File: config.mk
export PLATFORM = sky130hd
export DESIGN_NAME = system_clock_select_and_wake_control
export DESIGN_NICKNAME = d
export VERILOG_FILES = /design/src/design/system_clock_pkg.sv /design/src/design/div_if.sv /design/src/design/edge_sync.sv /design/src/design/prescale_divider.sv /design/src/design/system_clock_select_and_wake_control.sv
export SDC_FILE = /design/constraint.sdc
export NUM_CORES = 1
export LEC_CHECK = 0
export BUFFER_PORTS_ARGS = -buffer_cell sky130_fd_sc_hd__buf_2
export CORE_MARGIN = 2
export CORE_UTILIZATION = 50
export DETAILED_ROUTE_END_ITERATION = 8
export GPL_ROUTABILITY_DRIVEN = 0
export HOLD_SLACK_MARGIN = 0.12
export PLACE_DENSITY = 0.76
export SLEW_MARGIN = 20
export SYNTH_ARGS = -nofsm -noshare
export SYNTH_HDL_FRONTEND = slang
export SYNTH_SLANG_ARGS = --single-unit
File: constraint.sdc
create_clock -name ref_clk -period 9.15 [get_ports ref_clk]
set_clock_uncertainty 0.1 [all_clocks]
set_input_delay 0.915 -clock ref_clk [delete_from_list [all_inputs] [get_ports ref_clk]]
set_output_delay 0.915 -clock ref_clk [all_outputs]
set_load 0.01 [all_outputs]
File: src/design/system_clock_pkg.sv
// constants, types and decode helpers for the clock and wake controller
package system_clock_pkg;

  // ==========================================================================
  // bus geometry and register indices (byte address = index * 4)
  localparam int unsigned ADDR_W          = 10;
  localparam int unsigned IDX_W           = 8;
  localparam logic [7:0]  IDX_CLK_SRC_SEL = 8'h8F;
  localparam logic [7:0]  IDX_WAKE_MASK   = 8'h9F;
  localparam logic [7:0]  IDX_PWR_MODE    = 8'hC4;
  localparam logic [7:0]  IDX_STOP_CTRL   = 8'hC5;
  localparam logic [7:0]  IDX_STATUS      = 8'hC6;
  localparam logic [7:0]  IDX_TIMED_KEY   = 8'hC7;
  localparam logic [1:0]  RESP_OKAY       = 2'h0;
  localparam logic [1:0]  RESP_SLVERR     = 2'h2;

  // ==========================================================================
  // reset values
  localparam logic [7:0] CLK_SRC_SEL_RST = 8'h9C;
  localparam logic [7:0] WAKE_MASK_RST   = 8'hFF;
  localparam logic [1:0] CLOCK_DIVIDE_RST = 2'h1;
  localparam logic       SWITCHBACK_RST  = 1'b0;

  // ==========================================================================
  // field positions
  localparam int unsigned PRESCALE_LSB   = 4;
  localparam int unsigned SETTLE_LSB     = 2;
  localparam int unsigned SRC_LSB        = 0;
  localparam int unsigned CLOCK_DIV_LSB  = 6;
  localparam int unsigned SWITCHBACK_BIT = 5;
  localparam int unsigned STOP_BIT       = 0;
  localparam int unsigned SLEEP_BIT      = 1;
  localparam int unsigned PIN_LINES      = 2;

  // ==========================================================================
  // encodings and counts
  localparam logic [1:0] SRC_INT    = 2'h0;
  localparam logic [1:0] SRC_SLOW   = 2'h1;
  localparam logic [1:0] SRC_RTC    = 2'h2;
  localparam logic [1:0] SRC_PLL    = 2'h3;
  localparam logic [1:0] CD_SLOW    = 2'h3;
  localparam logic [1:0] CD_FULL    = 2'h1;
  localparam int unsigned SLOW_DIV  = 257;
  localparam logic [8:0] SLOW_LAST  = 9'(SLOW_DIV - 1);
  localparam logic [7:0] SETTLE_BASE = 8'h10;
  localparam logic [7:0] TA_KEY1     = 8'hAA;
  localparam logic [7:0] TA_KEY2     = 8'h55;
  localparam logic [6:0] TA_WINDOW_CYC = 7'h40;

  typedef enum logic [1:0] {
    ST_SETTLE = 2'b00,
    ST_RUN    = 2'b01,
    ST_STOP   = 2'b11,
    ST_WAKE   = 2'b10
  } pwr_state_type;

  // prescale code to divide ratio: 0 pass, 1..8 even, 9..15 powers of two
  function automatic logic [11:0] prescale_ratio(input logic [3:0] code);
    if (code == 4'h0) begin
      return 12'h001;
    end else if (code <= 4'h8) begin
      return {7'h00, code, 1'b0};
    end else begin
      return 12'h001 << (code - 4'h4);
    end
  endfunction

  function automatic logic [7:0] settle_len(input logic [1:0] sel);
    return SETTLE_BASE << sel;
  endfunction

endpackage

File: src/design/div_if.sv
// carrier between the controller and its oscillator prescaler
interface div_if;
  logic       src_tick;
  logic [3:0] code;
  logic       tick;
  modport ctrl (output src_tick, output code, input tick);
  modport div  (input src_tick, input code, output tick);
endinterface

File: src/design/edge_sync.sv
// two-flop synchroniser with rise and fall detection behind it
module edge_sync #(
  parameter int unsigned W = 8
) (
  input  wire logic         ref_clk,
  input  wire logic         arst_n,
  input  wire logic [W-1:0] raw,
  output logic      [W-1:0] rise,
  output logic      [W-1:0] fall
);
  typedef struct packed {
    logic [W-1:0] s1;
    logic [W-1:0] s2;
    logic [W-1:0] s3;
  } sync_type;

  sync_type s_r;
  sync_type s_nxt;

  always_comb begin
    s_nxt    = s_r;
    s_nxt.s1 = raw;
    s_nxt.s2 = s_r.s1;
    s_nxt.s3 = s_r.s2;
  end

  always_ff @(posedge ref_clk or negedge arst_n) begin
    if (!arst_n) begin
      s_r <= '0;
    end else begin
      s_r <= s_nxt;
    end
  end

  // edges only look at the second and third stages
  assign rise = s_r.s2 & ~s_r.s3;
  assign fall = ~s_r.s2 & s_r.s3;
endmodule // edge_sync

File: src/design/prescale_divider.sv
// divides internal oscillator ticks by the prescale ratio
module prescale_divider
  import system_clock_pkg::*;
(
  input  wire logic ref_clk,
  input  wire logic arst_n,
  div_if.div        port
);
  typedef struct packed {
    logic [11:0] cnt;
    logic [3:0]  code;
    logic        tick;
  } div_state_type;

  div_state_type s_r;
  div_state_type s_nxt;

  always_comb begin
    s_nxt      = s_r;
    s_nxt.tick = 1'b0;
    if (port.src_tick) begin
      if (s_r.cnt >= prescale_ratio(s_r.code) - 12'h001) begin
        s_nxt.cnt  = '0;
        s_nxt.tick = 1'b1;
        // new ratio only at a period boundary, so no runt period
        s_nxt.code = port.code;
      end else begin
        s_nxt.cnt = s_r.cnt + 12'h001;
      end
    end
  end

  always_ff @(posedge ref_clk or negedge arst_n) begin
    if (!arst_n) begin
      s_r <= '{cnt: '0, code: CLK_SRC_SEL_RST[PRESCALE_LSB +: 4], tick: 1'b0};
    end else begin
      s_r <= s_nxt;
    end
  end

  assign port.tick = s_r.tick;
endmodule // prescale_divider

File: src/design/system_clock_select_and_wake_control.sv
// system clock selection, slow mode, stop/wake and regulator settle control
//
// How it works
// - slow mode gives the cpu one tick per 257 system clock ticks
// - other peripherals keep the undivided system clock in slow mode
// - divide field 11 enters slow mode, writing 01 returns full speed
// - with switchback enabled, peripheral activity ends slow mode itself
// - prescale code divides internal oscillator: 1, 2..16 even, 32..2048
// - after reset or sleep wake, wait 16/32/64/128 slow internal cycles
// - source field picks internal, slow, rtc or pll oscillator
// - reset selects the internal oscillator as source
// - clock select register resets to 9C and needs the unlock sequence
// - wake mask resets to all ones and needs the unlock sequence
// - mask bits 7..1 enable lines 8,7,6,4,3,2 and pin 1 as wakers
// - mask bit 0 enables pin 0 as waker, clear blocks it
// - an enabled wake restarts the internal oscillator and the clock
// - wake follows the edge, whatever the interrupt trigger type
// - wake ignores interrupt enables; disabled ones resume without vector
// - clocked peripherals never wake the chip from stop
// - comparator and rtc events may wake the chip from stop
// - stop without sleep gates all clocks; wake clears stop itself
// - on wake from stop without sleep, resume at the first internal oscillator edge
//
// The implementer's own choice: the AXI4-Lite interface to the registers.
module system_clock_select_and_wake_control
  import system_clock_pkg::*;
(
  input  wire logic              ref_clk,
  input  wire logic              arst_n,
  // axi4-lite slave
  input  wire logic [ADDR_W-1:0] awaddr,
  input  wire logic              awvalid,
  output logic                   awready,
  input  wire logic [31:0]       wdata,
  input  wire logic [3:0]        wstrb,
  input  wire logic              wvalid,
  output logic                   wready,
  output logic [1:0]             bresp,
  output logic                   bvalid,
  input  wire logic              bready,
  input  wire logic [ADDR_W-1:0] araddr,
  input  wire logic              arvalid,
  output logic                   arready,
  output logic [31:0]            rdata,
  output logic [1:0]             rresp,
  output logic                   rvalid,
  input  wire logic              rready,
  // oscillators arriving as pins
  input  wire logic              internal_oscillator,
  input  wire logic              slow_oscillator,
  input  wire logic              rtc_oscillator,
  input  wire logic              pll_clock,
  input  wire logic              slow_internal_oscillator,
  // wake lines: 7..2 lines 8,7,6,4,3,2 (high active), 1..0 pins (low active)
  input  wire logic [7:0]        wake_line,
  input  wire logic [7:0]        irq_enable,
  input  wire logic              switchback_event,
  // clock ticks and power controls
  output logic                   system_clock_tick,
  output logic                   cpu_clock_tick,
  output logic                   periph_clock_tick,
  output logic                   internal_osc_enable,
  output logic                   main_regulator_enable,
  output logic                   wake_isr_req,
  output logic                   wake_resume_next
);

  // ==========================================================================
  // state
  typedef struct packed {
    // registers seen by software
    logic [7:0]       clk_src_sel;
    logic [7:0]       wake_mask;
    logic [1:0]       clock_divide;
    logic             switchback_enable;
    logic             stop;
    logic             sleep;
    logic             key_stage;
    logic [6:0]       key_window;
    // bus slave
    logic             awready;
    logic             wready;
    logic             aw_got;
    logic             w_got;
    logic [IDX_W-1:0] aw_idx;
    logic             aw_aligned;
    logic [7:0]       w_data;
    logic             w_lane0;
    logic             bvalid;
    logic [1:0]       bresp;
    logic             arready;
    logic             rvalid;
    logic [7:0]       rdata;
    logic [1:0]       rresp;
    // clock and power
    pwr_state_type    state;
    logic             from_sleep;
    logic [7:0]       settle_cnt;
    logic [1:0]       active_src;
    logic             slow_active;
    logic [8:0]       slow_cnt;
    logic             sys_tick;
    logic             cpu_tick;
    logic             periph_tick;
    logic             osc_en;
    logic             reg_en;
    logic             isr_req;
    logic             resume_next;
  } ctrl_state_type;

  ctrl_state_type s_r;
  ctrl_state_type s_nxt;

  // ==========================================================================
  // decode helpers
  function automatic logic is_mapped(input logic [IDX_W-1:0] idx);
    return (idx == IDX_CLK_SRC_SEL) || (idx == IDX_WAKE_MASK) ||
           (idx == IDX_PWR_MODE) || (idx == IDX_STOP_CTRL) ||
           (idx == IDX_STATUS) || (idx == IDX_TIMED_KEY);
  endfunction

  function automatic logic [7:0] read_value(input ctrl_state_type s,
                                            input logic [IDX_W-1:0] idx);
    logic [7:0] v;
    v = 8'h00;
    case (idx)
      IDX_CLK_SRC_SEL: v = s.clk_src_sel;
      IDX_WAKE_MASK:   v = s.wake_mask;
      IDX_PWR_MODE:    v = {s.clock_divide, s.switchback_enable, 5'h00};
      IDX_STOP_CTRL:   v = {6'h00, s.sleep, s.stop};
      IDX_STATUS:      v = {2'h0, s.key_window != 7'h00, s.osc_en, s.reg_en,
                            s.slow_active, s.state};
      default:         v = 8'h00;
    endcase
    return v;
  endfunction

  // ==========================================================================
  // oscillator and wake line synchronisers
  logic [4:0] osc_rise;
  logic [7:0] line_rise;
  logic [7:0] line_fall;

  edge_sync #(.W(5)) osc_sync (
    .ref_clk (ref_clk),
    .arst_n  (arst_n),
    .raw     ({slow_internal_oscillator, pll_clock, rtc_oscillator,
               slow_oscillator, internal_oscillator}),
    .rise    (osc_rise),
    .fall    ()
  );

  edge_sync #(.W(8)) wake_sync (
    .ref_clk (ref_clk),
    .arst_n  (arst_n),
    .raw     (wake_line),
    .rise    (line_rise),
    .fall    (line_fall)
  );

  // ==========================================================================
  // internal oscillator prescaler
  div_if dv ();

  assign dv.src_tick = osc_rise[0];
  assign dv.code     = s_r.clk_src_sel[PRESCALE_LSB +: 4];

  prescale_divider prescaler (
    .ref_clk (ref_clk),
    .arst_n  (arst_n),
    .port    (dv)
  );

  // ==========================================================================
  // combinational glue
  logic       src_tick;
  logic [7:0] wake_edge;
  logic [7:0] wake_hit;
  logic       ta_open;

  always_comb begin
    case (s_r.active_src)
      SRC_INT:  src_tick = dv.tick;
      SRC_SLOW: src_tick = osc_rise[1];
      SRC_RTC:  src_tick = osc_rise[2];
      SRC_PLL:  src_tick = osc_rise[3];
      default:  src_tick = 1'b0;
    endcase
  end

  // pins wake on the falling edge, the other lines on the rising edge,
  // regardless of how the interrupt itself is triggered
  assign wake_edge = {line_rise[7:PIN_LINES], line_fall[PIN_LINES-1:0]};
  // only the asynchronous lines reach here; comparator and rtc share them
  assign wake_hit  = wake_edge & s_r.wake_mask;
  assign ta_open   = s_r.key_window != 7'h00;

  // ==========================================================================
  // next state
  always_comb begin
    s_nxt             = s_r;
    s_nxt.sys_tick    = 1'b0;
    s_nxt.cpu_tick    = 1'b0;
    s_nxt.periph_tick = 1'b0;
    s_nxt.isr_req     = 1'b0;
    s_nxt.resume_next = 1'b0;

    if (ta_open) begin
      s_nxt.key_window = s_r.key_window - 7'h01;
    end

    // ---- clock ticks, gated outside the run state
    // a new source may tick right after the old one; skip it, no runt
    if (s_r.state == ST_RUN && src_tick && !s_r.sys_tick) begin
      s_nxt.sys_tick    = 1'b1;
      s_nxt.periph_tick = 1'b1;
      // source changes only at a tick boundary of the running source
      s_nxt.active_src  = s_r.clk_src_sel[SRC_LSB +: 2];
      if (s_r.slow_active && s_r.slow_cnt != SLOW_LAST) begin
        s_nxt.slow_cnt = s_r.slow_cnt + 9'h001;
      end else begin
        s_nxt.slow_cnt    = '0;
        s_nxt.cpu_tick    = 1'b1;
        // divide mode follows the register only at a cpu tick boundary
        s_nxt.slow_active = (s_r.clock_divide == CD_SLOW);
      end
    end

    // ---- power state machine
    case (s_r.state)
      ST_SETTLE: begin
        if (osc_rise[4]) begin
          if (s_r.settle_cnt ==
              settle_len(s_r.clk_src_sel[SETTLE_LSB +: 2]) - 8'h01) begin
            s_nxt.settle_cnt = '0;
            s_nxt.state      = ST_RUN;
            s_nxt.from_sleep = 1'b0;
          end else begin
            s_nxt.settle_cnt = s_r.settle_cnt + 8'h01;
          end
        end
      end
      ST_RUN: begin
        if (s_r.stop) begin
          s_nxt.state      = ST_STOP;
          s_nxt.osc_en     = 1'b0;
          s_nxt.reg_en     = ~s_r.sleep;
          s_nxt.from_sleep = s_r.sleep;
        end
      end
      ST_STOP: begin
        if (wake_hit != 8'h00) begin
          s_nxt.state  = ST_WAKE;
          s_nxt.osc_en = 1'b1;
          s_nxt.reg_en = 1'b1;
          s_nxt.stop   = 1'b0;
          s_nxt.sleep  = 1'b0;
          // the wake path ignores enables; a disabled line just resumes
          if ((wake_hit & irq_enable) != 8'h00) begin
            s_nxt.isr_req = 1'b1;
          end else begin
            s_nxt.resume_next = 1'b1;
          end
        end
      end
      ST_WAKE: begin
        if (osc_rise[0]) begin
          s_nxt.state = s_r.from_sleep ? ST_SETTLE : ST_RUN;
        end
      end
      default: begin
        s_nxt.state = ST_SETTLE;
      end
    endcase

    // ---- write channel: address and data taken in either order
    if (awvalid && s_r.awready) begin
      s_nxt.aw_idx     = awaddr[ADDR_W-1:2];
      s_nxt.aw_aligned = awaddr[1:0] == 2'h0;
      s_nxt.aw_got     = 1'b1;
      s_nxt.awready    = 1'b0;
    end
    if (wvalid && s_r.wready) begin
      s_nxt.w_data  = wdata[7:0];
      s_nxt.w_lane0 = wstrb[0];
      s_nxt.w_got   = 1'b1;
      s_nxt.wready  = 1'b0;
    end

    if (s_r.aw_got && s_r.w_got && !s_r.bvalid) begin
      s_nxt.aw_got = 1'b0;
      s_nxt.w_got  = 1'b0;
      s_nxt.bvalid = 1'b1;
      s_nxt.bresp  = (is_mapped(s_r.aw_idx) && s_r.aw_aligned) ?
                     RESP_OKAY : RESP_SLVERR;
      if (is_mapped(s_r.aw_idx) && s_r.aw_aligned && s_r.w_lane0) begin
        case (s_r.aw_idx)
          IDX_TIMED_KEY: begin
            // two-byte unlock opens a short window for one protected write
            if (s_r.w_data == TA_KEY1) begin
              s_nxt.key_stage = 1'b1;
            end else begin
              s_nxt.key_stage = 1'b0;
              if (s_r.key_stage && s_r.w_data == TA_KEY2) begin
                s_nxt.key_window = TA_WINDOW_CYC;
              end
            end
          end
          IDX_CLK_SRC_SEL: begin
            if (ta_open) begin
              s_nxt.clk_src_sel = s_r.w_data;
              s_nxt.key_window  = '0;
            end
          end
          IDX_WAKE_MASK: begin
            if (ta_open) begin
              s_nxt.wake_mask  = s_r.w_data;
              s_nxt.key_window = '0;
            end
          end
          IDX_PWR_MODE: begin
            s_nxt.clock_divide      = s_r.w_data[CLOCK_DIV_LSB +: 2];
            s_nxt.switchback_enable = s_r.w_data[SWITCHBACK_BIT];
          end
          IDX_STOP_CTRL: begin
            // a set arriving with the hardware clear wins
            if (s_r.w_data[STOP_BIT]) begin
              s_nxt.stop  = 1'b1;
              s_nxt.sleep = s_r.w_data[SLEEP_BIT];
            end else begin
              s_nxt.stop  = 1'b0;
              s_nxt.sleep = 1'b0;
            end
          end
          default: begin
            s_nxt.key_stage = s_r.key_stage;
          end
        endcase
      end
    end

    if (s_r.bvalid && bready) begin
      s_nxt.bvalid  = 1'b0;
      s_nxt.awready = 1'b1;
      s_nxt.wready  = 1'b1;
    end

    // ---- read channel
    if (arvalid && s_r.arready) begin
      s_nxt.arready = 1'b0;
      s_nxt.rvalid  = 1'b1;
      s_nxt.rdata   = read_value(s_r, araddr[ADDR_W-1:2]);
      s_nxt.rresp   = (is_mapped(araddr[ADDR_W-1:2]) && araddr[1:0] == 2'h0) ?
                      RESP_OKAY : RESP_SLVERR;
    end
    if (s_r.rvalid && rready) begin
      s_nxt.rvalid  = 1'b0;
      s_nxt.arready = 1'b1;
    end

    // ---- switchback last, so hardware beats a same-cycle software write
    if (s_r.clock_divide == CD_SLOW && s_r.switchback_enable &&
        switchback_event) begin
      s_nxt.clock_divide = CD_FULL;
    end
  end

  // ==========================================================================
  // registers
  always_ff @(posedge ref_clk or negedge arst_n) begin
    if (!arst_n) begin
      s_r                   <= '0;
      s_r.clk_src_sel       <= CLK_SRC_SEL_RST;
      s_r.wake_mask         <= WAKE_MASK_RST;
      s_r.clock_divide      <= CLOCK_DIVIDE_RST;
      s_r.switchback_enable <= SWITCHBACK_RST;
      s_r.awready           <= 1'b1;
      s_r.wready            <= 1'b1;
      s_r.arready           <= 1'b1;
      s_r.state             <= ST_SETTLE;
      s_r.active_src        <= SRC_INT;
      s_r.osc_en            <= 1'b1;
      s_r.reg_en            <= 1'b1;
    end else begin
      s_r <= s_nxt;
    end
  end

  // ==========================================================================
  // outputs
  assign awready               = s_r.awready;
  assign wready                = s_r.wready;
  assign bvalid                = s_r.bvalid;
  assign bresp                 = s_r.bresp;
  assign arready               = s_r.arready;
  assign rvalid                = s_r.rvalid;
  assign rdata                 = {24'h000000, s_r.rdata};
  assign rresp                 = s_r.rresp;
  assign system_clock_tick     = s_r.sys_tick;
  assign cpu_clock_tick        = s_r.cpu_tick;
  assign periph_clock_tick     = s_r.periph_tick;
  assign internal_osc_enable   = s_r.osc_en;
  assign main_regulator_enable = s_r.reg_en;
  assign wake_isr_req          = s_r.isr_req;
  assign wake_resume_next      = s_r.resume_next;

endmodule // system_clock_select_and_wake_control

Yosys cells after proc, flatten, opt, wreduce, memory -nomap -nowiden
Index checks and enable logic that the tools add are counted.

Bits in registers: 152. Output and inout port bits: 48. Word-level logic and storage cells: 205.

$add $sub $neg: 7. $lt $le $gt $ge: 2. Equal/unequal tests: 28. Shift operators: 2. Muxes and demuxes: 53. Bitwise gates (word level): 10. Reductions and logical operators: 59.

Operators with widths (number): 8-bit == test, second input constant (13); 12-bit two-way mux (5); 8-bit case mux with 5 select lines (1); 2-bit two-way mux (14); 7-bit two-way mux (4); 13-bit two-way mux (2); 8-bit bitwise AND (3); 2-bit nonzero test (11); 1-bit logical AND (16); 8-bit nonzero test (2); 3-bit two-way mux (5); 7-bit case mux with 2 select lines (1); 1-bit two-way mux (13); 12-bit by 1-bit adder with 12-bit output, second input constant (1); 12-bit greater-or-equal comparator (1); 3-bit AND reduction (4); 4-bit AND reduction (3); 1-bit by 4-bit left shift with 12-bit output, first input constant (1); 12-bit by 1-bit subtractor with 12-bit output, second input constant (1); 11-bit two-way mux (1); 2-bit == test, second input constant (5); 1-bit logical OR (10); 2-bit inequality test, second input constant (5); 9-bit by 1-bit adder with 9-bit output, second input constant (1); 30 further kinds (38).

Longest topological paths before layout
Gate-level depths: netlist (run 1).

Depth after elaboration: 11. Gate-level depth with buffers: 16. Mapped depth without buffers: 15.

Hierarchy
From an unflattened synthesis (run 1), not the netlist that was laid out.

Cell total of the unflattened synthesis: 688. Area total of the unflattened synthesis: 7569.8 µm².

Modules (own cells, without submodules): system_clock_select_and_wake_control (instances 1, cells each 448, area an instance 4869.7 µm², sequential area each 2349.8 µm²); prescale_divider (instances 1, cells each 175, area an instance 1496.4 µm², sequential area each 427.9 µm²); edge_sync (wake_sync) (instances 1, cells each 40, area an instance 740.7 µm², sequential area each 600.6 µm²); edge_sync (osc_sync) (instances 1, cells each 25, area an instance 462.9 µm², sequential area each 375.4 µm²).

Least setup slack after synthesis (run 1)
Ideal clock, no wire load.

Path type: register to register. Start: reg prescaler.s_r[4] (netlist name). End: reg prescaler.s_r[4] (netlist name). Setup time: 82 ps. Data arrival time: 3723 ps. Required time: 8968 ps. Setup slack: 5244 ps. Stages on the path, launching flop included: 15. Path buffers: 1. Clock period less this slack: 3906 ps. Path through: dfstp_2 -> inv_1 -> ha_1 -> nor2b_1 -> o211ai_1 -> nor2_1 -> or3_1 -> mux2_2 -> ha_1 -> nand4_1 -> nor2_1 -> a41oi_1 -> a21oi_1 -> buf_2 -> mux2_2.

Cells in the longest elaborated chain, start to end: 8.

RTL lines: start, declared (line prescale_divider.sv:15) `div_state_type s_r;`; start signal, assigned (line prescale_divider.sv:35) `s_r <= '{cnt: '0, code: CLK_SRC_SEL_RST[PRESCALE_LSB +: 4], tick: 1'b0};`; start signal, assigned (line prescale_divider.sv:37) `s_r <= s_nxt;`; 4-bit by 3-bit subtractor with 4-bit output (line system_clock_pkg.sv:64) `return 12'h001 << (code - 4'h4);`; 1-bit by 4-bit left shift with 12-bit output (line system_clock_pkg.sv:64); 12-bit two-way mux (line system_clock_pkg.sv:61) `end else if (code <= 4'h8) begin`; 12-bit two-way mux * (line system_clock_pkg.sv:59) `if (code == 4'h0) begin`; 12-bit two-way mux * (line prescale_divider.sv:21) `if (port.src_tick) begin`; 12-bit by 1-bit subtractor with 12-bit output * (line prescale_divider.sv:22) `if (s_r.cnt >= prescale_ratio(s_r.code) - 12'h001) begin`; 12-bit greater-or-equal comparator * (line prescale_divider.sv:22); 2-bit AND reduction (no line) *.

Mark *: on every way between the ends. The rest lies on a longest branch, timed or not. The select of a mux whose other input is x is not followed. A chain may end at the register's enable or synchronous reset.

Worst setup path in the final report (run 1)
Start: reg prescaler.s_r[4] (netlist name). End: reg prescaler.s_r[2] (netlist name).

Same word-level chain as after synthesis.

==> results.md, run 1 <==
* Resize count post-CTS at 0
* H-tree Lvls at 4
* Synth area leaders: dfrtp_1, mux2_2, dfstp_2
* Vias after detailed routing at 5220
* Core Rows at 43
* Hold Path Class: reg -> reg
* Fmax achieved at 225.4 MHz
* Hold buffer count at cts at 0
* Initial antenna violation count at 1
* DRC errors left at 0
* Mapped Area at 0.007216 mm^2
* Syn Area/Cell at 10.85 um^2
* Setup crit end kind: register
* Synth Instances at 665
* Total Wirelength at 15220 um
* Crit path max-delay cell type: a21oi_2
* Setup Viol. Count Final at 0
* Initial Util at 51.58%
* Die height at 124.1 um
* Vias in the first global route at 5053
* TNS Setup at 0 ns
* Placed Area at 0.007610 mm^2
* DR pass1 iterations at 5
* Post-DP HPWL at 10940 um
* Data arrival time of the worst path at 4.65 ns
* Post-synth EDFFs at 0
* Flops & latches, synth at 149
* Overflow after GRT at 0
* Cell mode on critical path: ha_1
* Fin crit share at 48.50%
* Port bufs at 79
* Yosys top cell area share at 44.74%
* Post-synthesis sequential area ratio at 52.02%
* GRT Util Overall at 20.88%
* Share of layout cells above drive strength 1 at 25.70%
* Detailed Route Iter0 Violations at 347
* Final Hold Vio Count at 0
* Core area at 0.01399 mm^2
* Power density cells at 203.2 mW/mm^2
* Post-CTS Setup Bufs at 0
* YS warnings at 0
* LEAKAGE at 0.003788 uW
* CTS buffer count at 17
* Area of the die at 0.01541 mm^2
* Critical path startpoint category: register
* Layout overhead on the synthesized area at 14.08%
* Worst path top cell family by delay: compound AO/OA/AOI/OAI gates
* Ports at 133
* DR WL/cell at 16.33 um
* Tmin final at 4.437 ns
* Largest net degree at the start of global routing at 83
* CTS tree: built
* Critical path data required time at 9.36 ns
* Slew Limit Fails at 0
* Worst path buffer plus inverter count at 1
* Clk_lat worst skew at 0.42 ns
* Via/cell ratio at 5.601
* Max Root-Sink Buffers at 2
* Top FF cell, synth: dfrtp_1
* Die X-Extent at 124.1 um
* Finished Cell Area at 0.008232 mm^2
* Max FO, Critical Path at 13
* Crit Path Category: reg -> reg
* Async set-reset flop share out of synthesis at 100.0%
* Final worst slack at 4.713 ns
* Clock Sinks at 149
* Clk root buf: clkbuf_16
* VDD IR max at 168.1 uV
* CP peak stage delay at 0.62 ns
* Status: complete, no violations
* Final nets at 848
* Worst Tran Pin Value at 1.010 ns
* Worst-path clk slew at 0.06 ns
* Synth unique cells at 68
* Max-cap check violation count at 0
* First-pass GRT wire length at 24630 um
* Post-Place Worst Slack at 4.414 ns
* Routed Antenna Nets at 0
* Largest area contributor in the netlist: dfrtp_1
* Cells along the critical path: inv_1 -> ha_1 -> nand2_1 -> nor3_1 -> o21ai_0 -> ha_1 -> o2111a_1 -> nor4_1 -> a211oi_1 -> ha_1 -> nand4_1 -> nor2_1 -> a41oi_1 -> a21oi_2 -> mux2_2
* RSZ-0062 raised after global routing: no
* Relative slew margins at 31.63%
==> stage by stage <==
step                util (%)  power [uW]  cells  hold WS (ns)
global route           58.83        1741    931        0.2522
floorplan                  -       900.0    690        0.2312
CTS                    58.80        1683    931        0.2511
detailed placement     54.40       959.8    899        0.2365
global placement       54.40       947.2    899        0.2313
finish                 58.85        1673    932        0.2479
==> worst register-to-register path: cells and delay by family, from the launching register on <==
family	cells	cell delay, ns
compound gates	5	1.36
buf+inv	1	0.12
mux	1	0.40
fa+ha+maj	3	0.95
simple gates	5	0.80
flops	1	0.61
==> area by class of cell <==
cell class | instances | area (um^2)
timing repair buffer | 80 | 409.1
multi-input combinational | 461 | 3117
tap | 180 | 225.2
antenna | 1 | 2.502
inverter | 29 | 108.9
clock inverter | 12 | 168.9
clock buffer | 20 | 446.7
sequential | 149 | 3754
fill | 1143 | 5757
==> registers in the layout, summed over array words and instances (netlist names), 4 cells and up <==
register         cells
prescaler.s_r       16
s_r                 68
wake_sync.s_r        8
wake_sync.s_nxt     16
osc_sync.s_nxt      10
rdata                8
dv.code              4
osc_sync.s_r         5
==> cell usage after synthesis, drive strengths merged, types with 4 or more instances <==
master,instances
xnor2,10
o21ai,44
nand2b,5
o22ai,5
nor2b,9
a31oi,4
dfstp,20
nand2,61
nand3,20
nor2,48
a22oi,5
dfrtp,129
nand3b,10
nand4b,4
nand4,7
mux2,50
buf,40
inv,29
a21oi,18
nor4,4
and3,10
a211oi,4
mux2i,4
or4b,4
xor2,11
nor3,15
nor3b,4
or3,4
clkbuf,11
o31ai,6
nor4b,4
ha,25
==> power breakdown <==
part | switching (uW) | total, uW | internal (uW)
Clock | 282 | 723 | 442
Combinational | 67.7 | 146 | 78.0
Sequential | 74.4 | 804 | 729
==> cells by family (layout without fill, tap and decap cells) <==
kind of cell,count (synthesis),in the layout,share of synthesized area [%]
AOI/OAI and AO/OA,113,113,9.832
muxes,55,55,8.722
adders and majority gates,25,25,4.335
other,1,27,0.05197
DFF,149,149,52.02
xor gates and xnor gates,21,21,2.549
buffers and inverters,80,141,6.138
and+or+nand+nor,221,221,16.35
==> layout by cell type (no fill, tap or decap), types with 5 or more instances in the layout <==
cell / n
a21oi_1: 17
a22oi_1: 5
and3_1: 10
buf_2: 78
clkbuf_16: 17
conb_1: 26
dfrtp_1: 129
dfstp_2: 20
ha_1: 25
inv_1: 29
mux2_2: 49
nand2_1: 61
nand2b_1: 5
nand3_1: 19
nand3b_1: 9
nand4_1: 7
nor2_1: 48
nor2b_1: 9
nor3_1: 14
o21ai_0: 43
o22ai_1: 5
o31ai_1: 6
xnor2_1: 10
xor2_1: 11
==> final timing paths <==
kind | startpoint | end | slack (ns) | depth (start not counted)
min in group asynchronous | arst_n | s_r[10]$_DFFE_PN0P_ | 0.44 | 1
max in group asynchronous | arst_n | s_r[88]$_DFFE_PN0P_ | 7.15 | 2
worst min register to register | wake_sync.s_nxt[8]$_DFF_PN0_ | wake_sync.s_nxt[0]$_DFF_PN0_ | 0.25 | 0
worst max-delay path | prescaler.s_r[4]$_DFFE_PN1P_ | prescaler.s_r[2]$_DFFE_PN0P_ | 4.71 | 15
worst max register to register | prescaler.s_r[4]$_DFFE_PN1P_ | prescaler.s_r[2]$_DFFE_PN0P_ | 4.71 | 15
worst min-delay path | wake_sync.s_nxt[8]$_DFF_PN0_ | wake_sync.s_nxt[0]$_DFF_PN0_ | 0.25 | 0
==> metal layers <==
layer,GRT usage (%),vias up,wire [um]
li1,-,2453,-
met1,26.30,2575,6508
met2,35.31,171,7691
met3,5.128,21,800
met4,6.882,0,223
met5,0,-,0
Note: power is estimated with default switching activity, not from simulation.
==> run 2, diff against run 1 <==
--- a/config.mk
+++ b/config.mk
@@ -5,13 +5,14 @@
 export SDC_FILE = /design/constraint.sdc
 export NUM_CORES = 1
 export LEC_CHECK = 0
+export ABC_AREA = 1
 export BUFFER_PORTS_ARGS = -buffer_cell sky130_fd_sc_hd__buf_2
 export CORE_MARGIN = 2
 export CORE_UTILIZATION = 50
 export DETAILED_ROUTE_END_ITERATION = 8
 export GPL_ROUTABILITY_DRIVEN = 0
 export HOLD_SLACK_MARGIN = 0.12
-export PLACE_DENSITY = 0.76
+export PLACE_DENSITY = 0.75
 export SLEW_MARGIN = 20
 export SYNTH_ARGS = -nofsm -noshare
 export SYNTH_HDL_FRONTEND = slang
==> constraint.sdc (replaced) <==
create_clock -name ref_clk -period 4.2 [get_ports ref_clk]
set_clock_uncertainty 0.1 [all_clocks]
set_input_delay 0.42 -clock ref_clk [delete_from_list [all_inputs] [get_ports ref_clk]]
set_output_delay 0.42 -clock ref_clk [all_outputs]
set_load 0.01 [all_outputs]
==> results.md, run 2 <==
* PnR Total Power at 3771 uW (was 1673 uW)
* Clk root buf: clkbuf_16 (unchanged)
* Total Wirelength at 16100 um (was 15220 um)
* H-tree Lvls at 4 (unchanged)
* Overflow after GRT at 0 (unchanged)
* Min Hold Slack at 0.1601 ns (was 0.2479 ns)
* Placed insts at 1193 (was 899)
* Initial antenna violation count at 0 (was 1)
* Commonest non-fill, non-tap cells in the layout: nand2_1, dfrtp_1, inv_1 (was dfrtp_1, buf_2, nand2_1)
* Tmin final at 3.747 ns (was 4.437 ns)
* First-pass GRT wire length at 27750 um (was 24630 um)
* Syn Area/Cell at 8.185 um^2 (was 10.85 um^2)
* Crit Path Category: reg -> reg (unchanged)
* Top FF cell, synth: dfrtp_1 (unchanged)
* Layout overhead on the synthesized area at 17.43% (was 14.08%)
* Vias in the first global route at 6118 (was 5053)
* Final non-filler cell total at 1263 (was 932)
* Largest reg by FF count: s_r (unchanged)
* Reg2Reg Capture Point: prescaler.s_r[13]$_DFFE_PN0P_ (was prescaler.s_r[2]$_DFFE_PN0P_)
* Critical path startpoint category: register (unchanged)
* Worst-path clk slew at 0.06 ns (about the same)
* Largest net degree at the start of global routing at 105 (was 83)
* Max reg flops at 68 (unchanged)
* Vias after detailed routing at 6274 (was 5220)
* Status: complete, no violations (unchanged)
* Hold Path Stages at 4 (was 0)
* GRT Util Overall at 20.91% (was 20.88%)
* Final Hold Vio Count at 0 (unchanged)
* DR pass1 iterations at 6 (was 5)
* Setup crit end kind: register (unchanged)
* Setup Viol. Count Final at 0 (unchanged)
* Core area at 0.01520 mm^2 (was 0.01399 mm^2)
* Max-cap check violation count at 0 (unchanged)
* Reg2Reg Depth at 22 (was 15)
* Detailed Route Iter0 Violations at 414 (was 347)
* Min-delay src: rready (was wake_sync.s_nxt[8]$_DFF_PN0_)
* Die X-Extent at 128.5 um (was 124.1 um)
* Post-synthesis sequential area ratio at 48.43% (was 52.02%)
* Mapped Area at 0.007751 mm^2 (was 0.007216 mm^2)
* DRC errors left at 0 (unchanged)
* Synth unique cells at 41 (was 68)
* RSZ-0062 raised after global routing: no (unchanged)
* YS warnings at 0 (unchanged)
* Critical path data required time at 4.41 ns (was 9.36 ns)
* Slew Limit Fails at 0 (unchanged)
* Multi-input logic area at 0.003283 mm^2 (was 0.003117 mm^2)
* Async set-reset flop share out of synthesis at 100.0% (unchanged)
* R2R setup slack at 0.45 ns (was 4.71 ns)
* Post-DP HPWL at 11230 um (was 10940 um)
* CTS buffer count at 17 (unchanged)
* Data arrival time of the worst path at 3.96 ns (was 4.65 ns)
* Top post-synthesis cells by count: nand2_1, dfrtp_1, inv_1, nor2_1, nand3_1 (was dfrtp_1, nand2_1, mux2_2, nor2_1, o21ai_0)
* Clk_lat worst skew at 0.42 ns (about the same)
* VDD IR max at 312.7 uV (was 168.1 uV)
* Synth area leaders: dfrtp_1, nand2_1, dfstp_2 (was dfrtp_1, mux2_2, dfstp_2)
* Initial Util at 50.99% (was 51.58%)
* Worst Hold Path EP: rvalid$_DFFE_PN0P_ (was wake_sync.s_nxt[0]$_DFF_PN0_)
* Routed Antenna Nets at 0 (unchanged)
* DR WL/cell at 12.75 um (was 16.33 um)
* Core Rows at 45 (was 43)
* Hold Path Class: in -> reg (was reg -> reg)
* LEAKAGE at 0.004695 uW (was 0.003788 uW)
* Post-CTS Setup Bufs at 0 (unchanged)
* Post-synth EDFFs at 0 (unchanged)
* Max Root-Sink Buffers at 2 (unchanged)
* Antenna Cells at 0 (was 1)
* Power density cells at 414.3 mW/mm^2 (was 203.2 mW/mm^2)
* Area of the die at 0.01651 mm^2 (was 0.01541 mm^2)
* TNS Setup at 0 ns (unchanged)
* Largest area contributor in the netlist: dfrtp_1 (unchanged)
* Yosys top cell area share at 41.65% (was 44.74%)
* Ports at 133 (unchanged)
* Commonest non-fill, non-tap cell in the layout: nand2_1 (was dfrtp_1)
* Worst Tran Pin Value at 0.9217 ns (was 1.010 ns)
* Worst R2R Start: prescaler.s_r[4]$_DFFE_PN1P_ (unchanged)
* Flops & latches, synth at 149 (unchanged)
* Most common cell in the netlist: nand2_1 (was dfrtp_1)
* Register area at 0.003754 mm^2 (unchanged)
* Relative slew margins at 38.32% (was 31.63%)
* Synth Instances at 947 (was 665)
* Fin crit share at 89.22% (was 48.50%)
* Layout filler cell count at 1316 (was 1143)
* Max FO, Critical Path at 10 (was 13)
* Port bufs at 79 (unchanged)
* Die height at 128.5 um (was 124.1 um)
* Fmax achieved at 266.9 MHz (was 225.4 MHz)
* CTS tree: built (unchanged)
* Final nets at 1172 (was 848)
* Clock Sinks at 149 (unchanged)
* Via/cell ratio at 4.968 (was 5.601)
* Share of layout cells above drive strength 1 at 15.26% (was 25.70%)
[run 2: changes by cell type in the layout (fill, tap and decap cells not counted), sizes merged, moves of 10 or more]
cell,before,now
and3,10,0
dlygate4sd3,0,38
inv,33,127
mux2,50,0
nand2,61,279
nand3,20,59
nand4,7,25
nor2,48,96
o21ai,44,56
[run 2: layout make-up]
type,count,area share (%)
well taps,188,2.584
inverters,120,4.976
clock buffers,18,4.825
multi-input cells,654,36.07
repair buffers,120,8.838
flip-flops and latches,149,41.24
clock inverters,14,1.471
[run 2: worst max path at each step]
stage,cells past startpoint,slack [ns],endpoint,from
global route,22,0.05,prescaler.s_r[13]$_DFFE_PN0P_,prescaler.s_r[4]$_DFFE_PN1P_
CTS,22,0.35,prescaler.s_r[13]$_DFFE_PN0P_,prescaler.s_r[4]$_DFFE_PN1P_
floorplan,23,0.87,prescaler.s_r[11]$_DFFE_PN0P_,prescaler.s_r[4]$_DFFE_PN1P_
global placement,22,0.44,prescaler.s_r[12]$_DFFE_PN0P_,prescaler.s_r[4]$_DFFE_PN1P_
detailed placement,22,0.37,prescaler.s_r[14]$_DFFE_PN0P_,prescaler.s_r[4]$_DFFE_PN1P_
finish,22,0.45,prescaler.s_r[13]$_DFFE_PN0P_,prescaler.s_r[4]$_DFFE_PN1P_
[run 2: worst max-delay path, cell delays in order, from the launching register on]
cell	delay, ns
dfstp_2	0.61
inv_1	0.14
ha_1	0.40
nand3_1	0.12
nand2_1	0.11
inv_1	0.09
ha_1	0.22
inv_1	0.06
nor2_1	0.08
nand2_1	0.05
nor2_1	0.12
nand2_1	0.07
nand2_1	0.05
nand2_1	0.05
ha_1	0.26
nand2_1	0.06
nor2_1	0.18
and2_1	0.15
nand2_1	0.07
nand4_1	0.22
nand2_2	0.16
inv_4	0.17
nor2_1	0.06
[run 2: cells by family after synthesis]
group	share of synthesized area, %
xor gates and xnor gates	2.034
AOI/OAI and AO/OA	6.441
buffers and inverters	10.46
and+or+nand+nor	28.56
other	0.04838
DFF	48.43
adders and majority gates	4.036
[run 2: routing by layer]
| metal | share of wire, % | GRT usage, % | up-vias |
|---|---|---|---|
| met3 | 4.0 | 4.782 | 18 |
| li1 | - | - | 3176 |
| met2 | 49 | 35.48 | 126 |
| met5 | 0 | 0 | - |
| met4 | 1.4 | 6.138 | 0 |
| met1 | 46 | 27.01 | 2954 |
[run 2: timing repair]
item,in CTS,in global routing
setup endpoints to repair,0,9
hold buffers,37,1
resized for setup,0,2
endpoints found under the hold margin,122,1
[run 2: per-stage QoR]
step | worst slack (ns) | util (%) | area, um^2
floorplan | 0.8730 | - | 7845
global placement | 0.4421 | 53.57 | 8144
detailed placement | 0.3729 | 53.57 | 8144
CTS | 0.3492 | 59.78 | 9087
global route | 0.04617 | 59.88 | 9102
finish | 0.4527 | 59.88 | 9102
[run 2: power breakdown]
part / switching, uW / internal (uW)
clock network: 665 / 802
logic: 343 / 193
registers: 165 / 1600
==> run 3, diff against run 2 <==
--- a/config.mk
+++ b/config.mk
@@ -5,14 +5,13 @@
 export SDC_FILE = /design/constraint.sdc
 export NUM_CORES = 1
 export LEC_CHECK = 0
-export ABC_AREA = 1
 export BUFFER_PORTS_ARGS = -buffer_cell sky130_fd_sc_hd__buf_2
 export CORE_MARGIN = 2
 export CORE_UTILIZATION = 50
 export DETAILED_ROUTE_END_ITERATION = 8
 export GPL_ROUTABILITY_DRIVEN = 0
 export HOLD_SLACK_MARGIN = 0.12
-export PLACE_DENSITY = 0.75
+export PLACE_DENSITY = 0.76
 export SLEW_MARGIN = 20
 export SYNTH_ARGS = -nofsm -noshare
 export SYNTH_HDL_FRONTEND = slang
==> results.md, run 3 (synthesis gave the netlist of run 1 again) <==
* Via/cell ratio at 5.505 (was 4.968)
* Detailed Route Iter0 Violations at 313 (was 414)
* Max Root-Sink Buffers at 2 (unchanged)
* Vias after detailed routing at 5285 (was 6274)
* Post-Place Worst Slack at 0.1672 ns (was 0.3729 ns)
* Final Hold Vio Count at 0 (unchanged)
* Layout filler cell count at 1119 (was 1316)
* DR pass1 iterations at 5 (was 6)
* DR WL/cell at 15.48 um (was 12.75 um)
* Power density cells at 418.8 mW/mm^2 (was 414.3 mW/mm^2)
* Clk_lat worst skew at 0.42 ns (about the same)
* Fmax achieved at 249.2 MHz (was 266.9 MHz)
* Ports at 133 (unchanged)
* LEAKAGE at 0.003904 uW (was 0.004695 uW)
* Reg2Reg Depth at 15 (was 22)
* Relative slew margins at 33.52% (was 38.32%)
* Hold Path Stages at 2 (was 4)
* Total Wirelength at 14860 um (was 16100 um)
* Crit Path Category: reg -> reg (unchanged)
* TNS Setup at 0 ns (unchanged)
* Die height at 124.1 um (was 128.5 um)
* Final worst slack at 0.1874 ns (was 0.4527 ns)
* Clock Sinks at 149 (unchanged)
* Fin crit share at 95.54% (was 89.22%)
* Setup crit end kind: register (unchanged)
* Initial antenna violation count at 1 (was 0)
* Worst Tran Pin Value at 0.9816 ns (was 0.9217 ns)
* Max FO, Critical Path at 13 (was 10)
* Core Rows at 43 (was 45)
* Critical path data required time at 4.41 ns (about the same)
* Hold Path Class: in -> reg (unchanged)
* CTS buffer count at 17 (unchanged)
* Die X-Extent at 124.1 um (was 128.5 um)
* Post-DP HPWL at 10600 um (was 11230 um)
* First-pass GRT wire length at 24650 um (was 27750 um)
* Largest net degree at the start of global routing at 124 (was 105)
* Routed Antenna Nets at 0 (unchanged)
* Tmin final at 4.013 ns (was 3.747 ns)
* Area of the die at 0.01541 mm^2 (was 0.01651 mm^2)
* Layout overhead on the synthesized area at 17.32% (was 17.43%)
* GRT Util Overall at 20.82% (was 20.91%)
* Final nets at 876 (was 1172)
* Largest reg by FF count: s_r (unchanged)
* RSZ-0062 raised after global routing: no (unchanged)
* Data arrival time of the worst path at 4.22 ns (was 3.96 ns)
* Vias in the first global route at 5149 (was 6118)
* Max reg flops at 68 (unchanged)
* Overflow after GRT at 0 (unchanged)
* DRC errors left at 0 (unchanged)
* Clk root buf: clkbuf_16 (unchanged)
* Core area at 0.01399 mm^2 (was 0.01520 mm^2)
* Port bufs at 79 (unchanged)
* VDD IR max at 359.6 uV (was 312.7 uV)
* Commonest non-fill, non-tap cell in the layout: dfrtp_1 (was nand2_1)
* Commonest non-fill, non-tap cells in the layout: dfrtp_1, buf_2, nand2_1 (was nand2_1, dfrtp_1, inv_1)
* Setup Viol. Count Final at 0 (unchanged)
* Share of layout cells above drive strength 1 at 25.55% (was 15.26%)
* Worst-path clk slew at 0.06 ns (about the same)
* Slew Limit Fails at 0 (unchanged)
* H-tree Lvls at 4 (unchanged)
* Initial Util at 51.58% (was 50.99%)
* Critical path startpoint category: register (unchanged)
* CTS tree: built (unchanged)
* Max-cap check violation count at 0 (unchanged)
* Status: complete, no violations (unchanged)
==> run 3: routing by layer <==
metal | global-route usage [%] | up-vias | wire (um)
met4 | 9.551 | 0 | 394
met1 | 25.69 | 2581 | 6461
li1 | - | 2511 | -
met3 | 4.853 | 27 | 720
met5 | 0 | - | 0
met2 | 34.77 | 166 | 7285
==> run 3: worst paths after layout <==
path	slack, ns	start	to
worst max-delay path	0.19	prescaler.s_r[4]$_DFFE_PN1P_	prescaler.s_r[2]$_DFFE_PN0P_
worst min-delay path	0.12	wstrb[0]	s_r[45]$_DFFE_PN0P_
worst max register to register	0.19	prescaler.s_r[4]$_DFFE_PN1P_	prescaler.s_r[2]$_DFFE_PN0P_
worst min register to register	0.24	wake_sync.s_nxt[13]$_DFF_PN0_	wake_sync.s_nxt[5]$_DFF_PN0_
max in group asynchronous	2.41	arst_n	dv.code[0]$_DFFE_PN1P_
min in group asynchronous	0.63	arst_n	cpu_clock_tick$_DFF_PN0_
==> run 3: through the flow <==
step / hold WS [ns] / area, um^2 / total power (uW) / cells / util (%)
finish: 0.1244 / 8466 / 3546 / 960 / 60.52
global route: 0.1250 / 8463 / 3716 / 959 / 60.50
CTS: 0.1207 / 8428 / 3580 / 957 / 60.25
detailed placement: 0.2347 / 7632 / 2095 / 902 / 54.56
global placement: 0.2323 / 7632 / 2067 / 902 / 54.56
floorplan: 0.02441 / 7310 / 1961 / 690 / -
==> run 3: area by class of cell <==
| type | count | area [um^2] | share of cell area (%) |
|---|---|---|---|
| Antenna cell | 1 | 2.502 | 0.02956 |
| Tap cell | 180 | 225.2 | 2.660 |
| Clock buffer | 18 | 429.2 | 5.069 |
| Sequential cell | 149 | 3754 | 44.34 |
| Inverter | 29 | 108.9 | 1.286 |
| Clock inverter | 14 | 136.4 | 1.611 |
| Multi-Input combinational cell | 461 | 3128 | 36.95 |
| Timing Repair Buffer | 108 | 681.9 | 8.055 |
==> run 3: timing repair <==
item                                    in CTS  in global routing
endpoints found under the setup margin       0                  4
gates resized for setup                      0                  3
buffers inserted                             0                  1
hold buffers                                23                  1
hold endpoints to repair                    22                  6
==> run 3: worst max-delay path, cell delays in order, from the launching register on <==
cell and delay, ns:
dfstp_2 0.62, inv_1 0.14, ha_4 0.32, nor2b_1 0.20, o211ai_1 0.17, buf_4 0.18, o2111a_1 0.29, nor4_1 0.25
a211oi_1 0.10, ha_1 0.32, nand4_1 0.15, nor2_1 0.13, a41oi_1 0.16, a21oi_1 0.18, buf_4 0.22, mux2_2 0.35
==> run 3: power breakdown <==
| group | internal, uW | switching, uW |
|---|---|---|
| Sequential | 1590 | 161 |
| Clock | 832 | 620 |
| Combinational | 191 | 153 |
| Total | 2610 | 934 |
